===== src/adad_chan.sv =====
// Shared constants and one acquisition channel: source select, gate
// synchroniser, descriptor chain walk and sample counting.
// Assumes converter and playback streams are synchronous to clk; the
// gate arrives from a pin and is synchronised here.
package adad_pkg;
  localparam int N_CHAN = 4;
  localparam int N_BANK = 2;
  localparam int CHAN_IW = 2;
  localparam int SAMPLE_W = 16;
  localparam int WORD_W = 32;
  localparam int TS_W = 32;
  localparam int LEN_W = 16;
  localparam int DESC_N = 8;
  localparam int DESC_IW = 3;
  localparam int REGION_AW = 10;
  localparam int BANK_AW = REGION_AW + 1;
  localparam int SRC_W = 3;
  localparam logic [SRC_W-1:0] SRC_TEST = 3'h4;
  localparam logic [SRC_W-1:0] SRC_LOOP = 3'h5;
  localparam logic [REGION_AW:0] REGION_DEPTH = 11'h400;
  localparam logic [REGION_AW:0] META_WORDS = 11'h002;
  localparam logic [1:0] HDR_WORDS = 2'h2;
  localparam logic [7:0] HDR_PAD = 8'h00;
endpackage : adad_pkg

module adad_chan #(
  parameter int CHAN_ID = 0
) (
  input wire logic clk,
  input wire logic reset_n,
  input wire logic gate_pin,
  input wire logic [adad_pkg::SRC_W-1:0] src_sel,
  input wire logic [adad_pkg::N_CHAN-1:0][adad_pkg::SAMPLE_W-1:0] adc_data,
  input wire logic [adad_pkg::N_CHAN-1:0] adc_valid,
  input wire logic [adad_pkg::N_CHAN-1:0][adad_pkg::SAMPLE_W-1:0] pb_data,
  input wire logic [adad_pkg::N_CHAN-1:0] pb_valid,
  input wire logic run,
  input wire logic hold_off,
  input wire logic desc_wr,
  input wire logic [adad_pkg::DESC_IW-1:0] desc_idx,
  input wire logic [adad_pkg::LEN_W-1:0] desc_len,
  input wire logic desc_gated,
  input wire logic [adad_pkg::DESC_IW-1:0] desc_next,
  input wire logic desc_stop,
  input wire logic [adad_pkg::DESC_IW-1:0] first_idx,
  input wire logic [adad_pkg::TS_W-1:0] ts,
  input wire logic s_ready,
  output logic s_valid,
  output logic [adad_pkg::SAMPLE_W-1:0] s_data,
  output logic x_start,
  output logic x_done,
  output logic [adad_pkg::LEN_W-1:0] x_len,
  output logic [adad_pkg::TS_W-1:0] x_ts,
  output logic busy,
  output logic dropped
);
  import adad_pkg::*;

  typedef enum logic [1:0] {ST_IDLE, ST_ARM, ST_XFER, ST_END} adad_st_t;

  adad_st_t state;
  logic gate_m, gate_s, gate_q;
  logic [SAMPLE_W-1:0] ramp;
  logic [LEN_W-1:0] len_tab [DESC_N];
  logic gated_tab [DESC_N];
  logic [DESC_IW-1:0] next_tab [DESC_N];
  logic stop_tab [DESC_N];
  logic [DESC_IW-1:0] cur;
  logic [LEN_W-1:0] count;
  logic src_valid;
  logic [SAMPLE_W-1:0] src_data;
  logic gate_rise, room_ok, end_now, want;

  // ---------------------------------------------------------------
  // Gate synchroniser and test ramp
  // ---------------------------------------------------------------
  always_ff @(posedge clk or negedge reset_n) begin
    if (!reset_n) begin
      gate_m <= 1'b0;
      gate_s <= 1'b0;
      gate_q <= 1'b0;
    end else begin
      gate_m <= gate_pin;
      gate_s <= gate_m;
      gate_q <= gate_s;
    end
  end

  always_ff @(posedge clk or negedge reset_n) begin
    if (!reset_n) begin
      ramp <= '0;
    end else begin
      ramp <= ramp + 1'b1;
    end
  end

  assign gate_rise = gate_s & ~gate_q;

  // ---------------------------------------------------------------
  // Source select
  // ---------------------------------------------------------------
  always_comb begin
    src_valid = 1'b0;
    src_data = '0;
    if (!src_sel[2]) begin
      src_valid = adc_valid[src_sel[1:0]];
      src_data = adc_data[src_sel[1:0]];
    end else if (src_sel == SRC_TEST) begin
      src_valid = 1'b1;
      src_data = ramp;
    end else if (src_sel == SRC_LOOP) begin
      src_valid = pb_valid[CHAN_ID];
      src_data = pb_data[CHAN_ID];
    end
  end

  // ---------------------------------------------------------------
  // Descriptor table
  // ---------------------------------------------------------------
  always_ff @(posedge clk or negedge reset_n) begin
    if (!reset_n) begin
      for (int i = 0; i < DESC_N; i++) begin
        len_tab[i] <= '0;
        gated_tab[i] <= 1'b0;
        next_tab[i] <= '0;
        stop_tab[i] <= 1'b1;
      end
    end else if (desc_wr) begin
      len_tab[desc_idx] <= desc_len;
      gated_tab[desc_idx] <= desc_gated;
      next_tab[desc_idx] <= desc_next;
      stop_tab[desc_idx] <= desc_stop;
    end
  end

  // ---------------------------------------------------------------
  // Transfer control
  // ---------------------------------------------------------------
  assign room_ok = gated_tab[cur] ? gate_s : (count != len_tab[cur]);
  assign end_now = gated_tab[cur] ? (~gate_s | (&count))
                                  : (count == len_tab[cur]);
  assign want = src_valid & ((state == ST_XFER) ? (room_ok & ~(&count))
                : (x_start & (gated_tab[cur] | (len_tab[cur] != '0))));
  assign s_valid = want;
  assign s_data = src_data;
  assign dropped = want & ~s_ready;
  assign x_start = (state == ST_ARM) & run & gate_rise & ~hold_off;
  assign x_done = (state == ST_END);
  assign x_len = count;
  assign busy = (state != ST_IDLE);

  always_ff @(posedge clk or negedge reset_n) begin
    if (!reset_n) begin
      state <= ST_IDLE;
      cur <= '0;
      count <= '0;
      x_ts <= '0;
    end else begin
      case (state)
        ST_IDLE: begin
          if (run) begin
            cur <= first_idx;
            state <= ST_ARM;
          end
        end
        ST_ARM: begin
          if (!run) begin
            state <= ST_IDLE;
          end else if (x_start) begin
            count <= LEN_W'(want & s_ready);
            x_ts <= ts;
            state <= ST_XFER;
          end
        end
        ST_XFER: begin
          if (end_now) begin
            state <= ST_END;
          end else if (want && s_ready) begin
            count <= count + 1'b1;
            if (count == '0) begin
              x_ts <= ts;
            end
          end
        end
        ST_END: begin
          if (stop_tab[cur] || !run) begin
            state <= ST_IDLE;
          end else begin
            cur <= next_tab[cur];
            state <= ST_ARM;
          end
        end
        default: state <= ST_IDLE;
      endcase
    end
  end
endmodule : adad_chan


===== src/adad_engine.sv =====
// Four-channel acquisition engine with two bank writers and DMA readers.
// Assumes an external memory controller with single-word write and
// read ports per bank, and a host-facing word stream with ready.
//
// Function
// - Four independent acquisition channels, each feeding a DMA path.
// - Each channel selects a converter, the test ramp or playback loopback.
// - Each bank region works as a circular FIFO or a one-shot capture.
// - Each bank has a DMA reader moving committed words to the host.
// - Transfers follow a chain of descriptors, one transfer each.
// - Gate-driven descriptors last while the gate is high, up to 65535 samples.
// - With metadata on, a header holds channel, first-sample time, length.
// - Two banks hold the outgoing packets as FIFO storage.
module adad_engine (
  input wire logic clk,
  input wire logic reset_n,
  input wire logic [adad_pkg::N_CHAN-1:0][adad_pkg::SAMPLE_W-1:0] adc_data,
  input wire logic [adad_pkg::N_CHAN-1:0] adc_valid,
  input wire logic [adad_pkg::N_CHAN-1:0][adad_pkg::SAMPLE_W-1:0] pb_data,
  input wire logic [adad_pkg::N_CHAN-1:0] pb_valid,
  input wire logic [adad_pkg::N_CHAN-1:0] gate_pin,
  input wire logic [adad_pkg::N_CHAN-1:0] run,
  input wire logic [adad_pkg::N_CHAN-1:0][adad_pkg::SRC_W-1:0] src_sel,
  input wire logic [adad_pkg::N_CHAN-1:0] mem_transient,
  input wire logic [adad_pkg::N_CHAN-1:0] meta_en,
  input wire logic [adad_pkg::N_CHAN-1:0][adad_pkg::DESC_IW-1:0] first_idx,
  input wire logic desc_wr,
  input wire logic [adad_pkg::CHAN_IW-1:0] desc_chan,
  input wire logic [adad_pkg::DESC_IW-1:0] desc_idx,
  input wire logic [adad_pkg::LEN_W-1:0] desc_len,
  input wire logic desc_gated,
  input wire logic [adad_pkg::DESC_IW-1:0] desc_next,
  input wire logic desc_stop,
  output logic [adad_pkg::N_BANK-1:0] bank_wr_valid,
  output logic [adad_pkg::N_BANK-1:0][adad_pkg::BANK_AW-1:0] bank_wr_addr,
  output logic [adad_pkg::N_BANK-1:0][adad_pkg::WORD_W-1:0] bank_wr_data,
  output logic [adad_pkg::N_BANK-1:0] bank_rd_valid,
  output logic [adad_pkg::N_BANK-1:0][adad_pkg::BANK_AW-1:0] bank_rd_addr,
  input wire logic [adad_pkg::N_BANK-1:0] bank_rd_data_valid,
  input wire logic [adad_pkg::N_BANK-1:0][adad_pkg::WORD_W-1:0] bank_rd_data,
  output logic [adad_pkg::N_BANK-1:0] tx_valid,
  output logic [adad_pkg::N_BANK-1:0][adad_pkg::WORD_W-1:0] tx_data,
  output logic [adad_pkg::N_BANK-1:0][adad_pkg::CHAN_IW-1:0] tx_chan,
  input wire logic [adad_pkg::N_BANK-1:0] tx_ready,
  output logic [adad_pkg::N_CHAN-1:0] busy,
  output logic [adad_pkg::N_CHAN-1:0] overrun
);
  import adad_pkg::*;

  typedef enum logic [1:0] {RD_IDLE, RD_WAIT, RD_SEND} adad_rd_t;

  // Free words left in a channel region
  function automatic logic [REGION_AW:0] room_f(
    input logic [REGION_AW:0] w,
    input logic [REGION_AW:0] r,
    input logic trans
  );
    room_f = trans ? (REGION_DEPTH - w) : (REGION_DEPTH - (w - r));
  endfunction : room_f

  logic [N_CHAN-1:0] s_valid, s_ready, x_start, x_done, ch_busy, dropped;
  logic [N_CHAN-1:0] hold_off, drain, hdr_wr, rd_adv, start;
  logic [N_CHAN-1:0][SAMPLE_W-1:0] s_data;
  logic [N_CHAN-1:0][LEN_W-1:0] x_len;
  logic [N_CHAN-1:0][TS_W-1:0] x_ts;
  logic [TS_W-1:0] ts;
  logic [N_CHAN-1:0][REGION_AW:0] wptr, rptr, cptr, hbase, room;
  logic [N_CHAN-1:0] hold_full, meta_on, commit_pend, run_q, trans_on;
  logic [N_CHAN-1:0][SAMPLE_W-1:0] hold;
  logic [N_CHAN-1:0][1:0] hdr_cnt;
  logic [N_CHAN-1:0][LEN_W-1:0] hdr_len;
  logic [N_CHAN-1:0][TS_W-1:0] hdr_ts;
  logic [N_BANK-1:0] wr_go, wr_hdr, wr_sel, wr_rr;
  adad_rd_t rd_state [N_BANK];
  logic [N_BANK-1:0] rd_sel, rd_rr;

  // ---------------------------------------------------------------
  // Channels and sample clock time stamp
  // ---------------------------------------------------------------
  always_ff @(posedge clk or negedge reset_n) begin
    if (!reset_n) begin
      ts <= '0;
    end else begin
      ts <= ts + 1'b1;
    end
  end

  for (genvar c = 0; c < N_CHAN; c++) begin : g_chan
    assign room[c] = room_f(wptr[c], rptr[c], trans_on[c]);
    assign hold_off[c] = commit_pend[c] | hold_full[c]
                       | (room[c] < META_WORDS + 1'b1);
    assign s_ready[c] = (~hold_full[c] | drain[c])
                      & (room[c] > {{REGION_AW{1'b0}}, hold_full[c]});
    assign start[c] = run[c] & ~run_q[c] & ~ch_busy[c] & ~commit_pend[c]
                    & ~hold_full[c] & (cptr[c] == rptr[c]);
    adad_chan #(.CHAN_ID(c)) u_chan (
      .clk(clk),
      .reset_n(reset_n),
      .gate_pin(gate_pin[c]),
      .src_sel(src_sel[c]),
      .adc_data(adc_data),
      .adc_valid(adc_valid),
      .pb_data(pb_data),
      .pb_valid(pb_valid),
      .run(run[c]),
      .hold_off(hold_off[c]),
      .desc_wr(desc_wr && (desc_chan == CHAN_IW'(c))),
      .desc_idx(desc_idx),
      .desc_len(desc_len),
      .desc_gated(desc_gated),
      .desc_next(desc_next),
      .desc_stop(desc_stop),
      .first_idx(first_idx[c]),
      .ts(ts),
      .s_ready(s_ready[c]),
      .s_valid(s_valid[c]),
      .s_data(s_data[c]),
      .x_start(x_start[c]),
      .x_done(x_done[c]),
      .x_len(x_len[c]),
      .x_ts(x_ts[c]),
      .busy(ch_busy[c]),
      .dropped(dropped[c])
    );
  end

  // ---------------------------------------------------------------
  // Bank write arbitration: headers first, then round-robin samples
  // ---------------------------------------------------------------
  always_comb begin
    drain = '0;
    hdr_wr = '0;
    for (int b = 0; b < N_BANK; b++) begin
      wr_go[b] = 1'b1;
      wr_hdr[b] = 1'b1;
      wr_sel[b] = 1'b0;
      if (hdr_cnt[2*b] != 2'h0) begin
        wr_sel[b] = 1'b0;
      end else if (hdr_cnt[2*b+1] != 2'h0) begin
        wr_sel[b] = 1'b1;
      end else if (hold_full[2*b] && (!hold_full[2*b+1] || !wr_rr[b])) begin
        wr_hdr[b] = 1'b0;
      end else if (hold_full[2*b+1]) begin
        wr_hdr[b] = 1'b0;
        wr_sel[b] = 1'b1;
      end else begin
        wr_go[b] = 1'b0;
        wr_hdr[b] = 1'b0;
      end
      drain[2*b+wr_sel[b]] = wr_go[b] & ~wr_hdr[b];
      hdr_wr[2*b+wr_sel[b]] = wr_go[b] & wr_hdr[b];
    end
  end

  always_ff @(posedge clk or negedge reset_n) begin
    if (!reset_n) begin
      bank_wr_valid <= '0;
      bank_wr_addr <= '0;
      bank_wr_data <= '0;
      wr_rr <= '0;
    end else begin
      for (int b = 0; b < N_BANK; b++) begin
        bank_wr_valid[b] <= wr_go[b];
        if (wr_go[b] && wr_hdr[b]) begin
          bank_wr_addr[b] <= {wr_sel[b], hbase[2*b+wr_sel[b]][REGION_AW-1:0]
            + ((hdr_cnt[2*b+wr_sel[b]] == HDR_WORDS) ? 10'h000 : 10'h001)};
          bank_wr_data[b] <= (hdr_cnt[2*b+wr_sel[b]] == HDR_WORDS)
            ? {CHAN_IW'(2*b) | CHAN_IW'(wr_sel[b]), 6'h00, HDR_PAD,
               hdr_len[2*b+wr_sel[b]]}
            : hdr_ts[2*b+wr_sel[b]];
        end else if (wr_go[b]) begin
          bank_wr_addr[b] <= {wr_sel[b], wptr[2*b+wr_sel[b]][REGION_AW-1:0]};
          bank_wr_data[b] <= {16'h0000, hold[2*b+wr_sel[b]]};
          wr_rr[b] <= ~wr_sel[b];
        end
      end
    end
  end

  // ---------------------------------------------------------------
  // Per-channel region pointers, hold slot and packet commit
  // ---------------------------------------------------------------
  always_ff @(posedge clk or negedge reset_n) begin
    if (!reset_n) begin
      wptr <= '0;
      rptr <= '0;
      cptr <= '0;
      hbase <= '0;
      hold <= '0;
      hold_full <= '0;
      meta_on <= '0;
      trans_on <= '0;
      commit_pend <= '0;
      run_q <= '0;
      hdr_cnt <= '0;
      hdr_len <= '0;
      hdr_ts <= '0;
    end else begin
      run_q <= run;
      for (int c = 0; c < N_CHAN; c++) begin
        if (start[c]) begin
          wptr[c] <= '0;
          rptr[c] <= '0;
          cptr[c] <= '0;
          trans_on[c] <= mem_transient[c];
        end else begin
          if (x_start[c]) begin
            hbase[c] <= wptr[c];
            meta_on[c] <= meta_en[c];
            wptr[c] <= wptr[c] + (meta_en[c] ? META_WORDS : '0);
          end else if (drain[c]) begin
            wptr[c] <= wptr[c] + 1'b1;
          end
          if (rd_adv[c]) begin
            rptr[c] <= rptr[c] + 1'b1;
          end
          if (commit_pend[c] && hdr_cnt[c] == 2'h0 && !hold_full[c]) begin
            cptr[c] <= wptr[c];
          end
        end
        if (s_valid[c] && s_ready[c]) begin
          hold[c] <= s_data[c];
          hold_full[c] <= 1'b1;
        end else if (drain[c]) begin
          hold_full[c] <= 1'b0;
        end
        if (x_done[c]) begin
          commit_pend[c] <= 1'b1;
          hdr_len[c] <= x_len[c];
          hdr_ts[c] <= x_ts[c];
          hdr_cnt[c] <= meta_on[c] ? HDR_WORDS : 2'h0;
        end else begin
          if (hdr_wr[c]) begin
            hdr_cnt[c] <= hdr_cnt[c] - 1'b1;
          end
          if (commit_pend[c] && hdr_cnt[c] == 2'h0 && !hold_full[c]) begin
            commit_pend[c] <= 1'b0;
          end
        end
      end
    end
  end

  // ---------------------------------------------------------------
  // DMA readers: one word in flight per bank
  // ---------------------------------------------------------------
  always_comb begin
    rd_adv = '0;
    for (int b = 0; b < N_BANK; b++) begin
      rd_adv[2*b+rd_sel[b]] = (rd_state[b] == RD_SEND) & tx_ready[b];
    end
  end

  always_ff @(posedge clk or negedge reset_n) begin
    if (!reset_n) begin
      for (int b = 0; b < N_BANK; b++) begin
        rd_state[b] <= RD_IDLE;
      end
      rd_sel <= '0;
      rd_rr <= '0;
      bank_rd_valid <= '0;
      bank_rd_addr <= '0;
      tx_valid <= '0;
      tx_data <= '0;
      tx_chan <= '0;
    end else begin
      for (int b = 0; b < N_BANK; b++) begin
        bank_rd_valid[b] <= 1'b0;
        case (rd_state[b])
          RD_IDLE: begin
            if (cptr[2*b] != rptr[2*b]
                && (cptr[2*b+1] == rptr[2*b+1] || !rd_rr[b])) begin
              rd_sel[b] <= 1'b0;
              bank_rd_valid[b] <= 1'b1;
              bank_rd_addr[b] <= {1'b0, rptr[2*b][REGION_AW-1:0]};
              rd_rr[b] <= 1'b1;
              rd_state[b] <= RD_WAIT;
            end else if (cptr[2*b+1] != rptr[2*b+1]) begin
              rd_sel[b] <= 1'b1;
              bank_rd_valid[b] <= 1'b1;
              bank_rd_addr[b] <= {1'b1, rptr[2*b+1][REGION_AW-1:0]};
              rd_rr[b] <= 1'b0;
              rd_state[b] <= RD_WAIT;
            end
          end
          RD_WAIT: begin
            if (bank_rd_data_valid[b]) begin
              tx_valid[b] <= 1'b1;
              tx_data[b] <= bank_rd_data[b];
              tx_chan[b] <= CHAN_IW'(2*b) | CHAN_IW'(rd_sel[b]);
              rd_state[b] <= RD_SEND;
            end
          end
          RD_SEND: begin
            if (tx_ready[b]) begin
              tx_valid[b] <= 1'b0;
              rd_state[b] <= RD_IDLE;
            end
          end
          default: rd_state[b] <= RD_IDLE;
        endcase
      end
    end
  end

  // ---------------------------------------------------------------
  // Status
  // ---------------------------------------------------------------
  always_ff @(posedge clk or negedge reset_n) begin
    if (!reset_n) begin
      busy <= '0;
      overrun <= '0;
    end else begin
      busy <= ch_busy;
      overrun <= dropped;
    end
  end
endmodule : adad_engine


===== config.mk =====
export PLATFORM = sky130hd
export DESIGN_NAME = adad_engine
export DESIGN_NICKNAME = d
export VERILOG_FILES = /design/src/adad_chan.sv /design/src/adad_engine.sv
export SDC_FILE = /design/constraint.sdc
export NUM_CORES = 2
export LEC_CHECK = 0
export ABC_AREA = 1
export BUFFER_PORTS_ARGS = -buffer_cell sky130_fd_sc_hd__buf_2
export CORE_MARGIN = 10
export CORE_UTILIZATION = 50
export CTS_CLUSTER_SIZE = 10
export DETAILED_ROUTE_END_ITERATION = 10
export MAX_ROUTING_LAYER = met4
export PLACE_DENSITY = 0.7
export SLEW_MARGIN = 0
export SYNTH_ARGS = -nofsm -noshare
export SYNTH_HDL_FRONTEND = slang
export SYNTH_HIERARCHICAL = 1
export SYNTH_SLANG_ARGS = --single-unit

===== constraint.sdc =====
create_clock -name clk -period 4.2 [get_ports clk]
set_input_delay 0.21 -clock clk [delete_from_list [all_inputs] [get_ports clk]]
set_output_delay 0.21 -clock clk [all_outputs]
set_load 0.005 [all_outputs]

==> impl_metrics.ini <==
[power]
p_int_uw = 36100
combPwrFrac_pct = 40.2
clkPwrFrac_pct = 24.5
switching_share_pct = 40.8
power_density_nw_per_um2 = 627
seqPwrFrac_pct = 35.3
switching_power_uw = 24900
cellLeakagePower_uw = 0.0489
vdd_ir_drop_max_mv = 0.562

[clock_tree]
clockRootBuffer = clkbuf_16
cts_tree = done
cts_sinks = 1645
clk_latency_ns = 0.87
clk_pin_slew_ns = 0.06
clk_path_buf_depth = 3
cts_buffers = 188
htreeDepth = 4

[critical_path]
cp_num_buf_inv = 6
start_kind = flop
max_stage_delay_ns = 0.41
cp_data_required_time_ns = 4.95
ff2ff_setup_slack_ns = 0.14
cpMaxStageDelayCell = fa_2
path_delay_family = simple AND/OR/NAND/NOR gates
critPathMaxFanout = 6
crit_type = reg -> reg
cp-end-kind = flop
cp.arrival_ns = 4.80

[yosys]
synth_top_area_share_pct = 48.0
syn_area_per_cell_um2 = 7.69
netlist.top_cell.by_area = dfrtp_1
ys_seq_area_share_pct = 49.0
synth_edf_count = 0
yosysWarnings = 6
netlist_top_cells_area = dfrtp_1, nand2_1, o21ai_0
yosysUniqueCellTypes = 68
syn_inst = 10928
synth_seq_cells = 1645
netlist_area_um2 = 84000
synthArstFlopShare_pct = 100
synth_nets = 11326
ys.flop_type = dfrtp_1

[timing]
finalCritPeriodShare_pct = 96.6
timing.slew.headroom_pct = 12.0
fin_setup_tns_ns = 0
finalSetupViolCount = 0
rsz0062_at_grt = yes
maxSlewViolCount = 0
hold_violations = 0
worst_slew_pin_slew_ns = 1.31
timing.fmax_mhz = 247
skew_ns = 0.0570
period_needed_ns = 4.06

[layout]
design_area_um2 = 97400
final_cell_mix = nand2_1, dfrtp_1, o21ai_0, inv_1, nor2_1
final_cells = 13887
drive_above_1_share_pct = 11.3
synthToLayoutAreaGrowth_pct = 16.0
final_nets = 11972
layout_commonest_cell = nand2_1

[floorplan]
num_rows = 150
die_area_um2 = 185000
fp.dieW_um = 430
pin_count = 463
initial_core_util_pct = 50.3
core_um2 = 167000
fp.dieH_um = 430

[routing]
firstDrtPassIters = 6
top_layer = met4
drt-wirelength-per-cell_um = 20.2
ant_nets = 0
wl_met2_um = 126000
drc = 0
drt-initial-drc-count = 8883
route.met3.wl_um = 21100
totalWireLength_um = 280000
vias = 77443
met1_length_um = 122000
vias_per_cell = 5.58

[placed_design]
gp_congestion = 0.968
placed_cell_area_um2 = 89200
dp.cells = 13354
port_buffers = 461
hpwlAfterDp_um = 196000

[global_routing]
antenna_found_initial = 22
grt_pass1_vias = 73149
grt_max_degree = 139
grt_overflow = 0
grt_usage_pct = 30.5
grt_pass1_wl_um = 436000

[flow_run]
max-cap-violations = 0

[hold_path]
min_path_type = in -> reg

[outcome]
outcome = finished clean
## cell usage after synthesis (102+ instances only)
cell	count
nand2_1	3553
dfrtp_1	1613
o21ai_0	1249
inv_1	1097
nor2_1	750
nand3_1	736
clkbuf_1	333
a21oi_1	304
nand4_1	128
buf_2	121
ha_1	117
xor2_1	116
nor3_1	102
## final cells by class
class / count / area [µm²]
multi-input combinational: 7614 / 36600
timing repair buffer: 992 / 7150
fill: 15166 / 69600
sequential: 1645 / 41200
clock inverter: 20 / 369
antenna: 22 / 55.1
inverter: 1133 / 4250
tap: 2204 / 2760
clock buffer: 257 / 5060
## logic make-up after synthesis
logic type,Yosys count,synth area share (%)
AND/OR/NAND/NOR,5392,26.3
flip-flops,1645,49.0
XOR/XNOR,145,1.51
multiplexers,97,1.29
adder cells (fa/ha/maj),125,1.93
buffers and inverters,1669,8.03
other,1,0.00446
AO/OA/AOI/OAI,1854,11.8
## registers in the layout (all words and copies together) (netlist names), 64 cells and up, named ones only
name / count
g_chan.u_chan/len_tab: 512
g_chan.u_chan/x_ts: 128
hdr_ts: 128
g_chan.u_chan/next_tab: 96
bank_wr_data: 64
g_chan.u_chan/ramp: 64
g_chan.u_chan/x_len: 64
hdr_len: 64
hold: 64
tx_data: 64
## final timing paths
check / start / to / cells past startpoint
max in group asynchronous: reset_n / g_chan[1].u_chan/stop_tab[7] / 5
min in group asynchronous: reset_n / cptr[38] / 3
worst min register to register: g_chan[2].u_chan/gate_m / g_chan[2].u_chan/gate_s / 0
worst max register to register: wptr[23] / wptr[32] / 30
worst max-delay path: wptr[23] / wptr[32] / 30
worst min-delay path: gate_pin[3] / g_chan[3].u_chan/gate_m / 2
## metal layers
layer  track usage [%]  vias to the layer above
met3              4.77                      535
met1              41.8                    37364
met5                 -                        -
met4              10.5                        0
li1                  -                    36418
met2              46.1                     3126
## per-stage QoR
| step | total power [µW] | utilization, % | worst slack, ns | hold WS (ns) |
|---|---|---|---|---|
| global placement | 44700 | 53.4 | 0.0521 | 0.264 |
| CTS | 60500 | 58.0 | 0.00372 | 0.0114 |
| finish | 61100 | 58.3 | 0.144 | 0.0567 |
| global route | 65200 | 58.3 | -0.107 | 0.0443 |
| detailed placement | 45200 | 53.4 | -0.0307 | 0.269 |
| floorplan | 36600 | - | 0.217 | -0.0856 |
## power by group through the flow
stage | combinational (µW) | clock [µW] | sequential [µW]
CTS | 23800 | 15200 | 21500
floorplan | 15400 | 0 | 21200
global route | 27400 | 15900 | 21900
finish | 24600 | 15000 | 21500
global placement | 23100 | 0 | 21600
detailed placement | 23500 | 0 | 21700
## timing repair
| action | 4_1_cts | 5_1_grt |
|---|---|---|
| hold endpoints to repair | 1318 | 0 |
| cloned | 0 | 0 |
| setup buffers | 0 | 8 |
| setup endpoints to repair | 5 | 237 |
| hold buffers | 227 | 0 |
| gates resized for setup | 4 | 103 |
| pin swaps | 0 | 38 |
(Power assumes the default switching activity.)
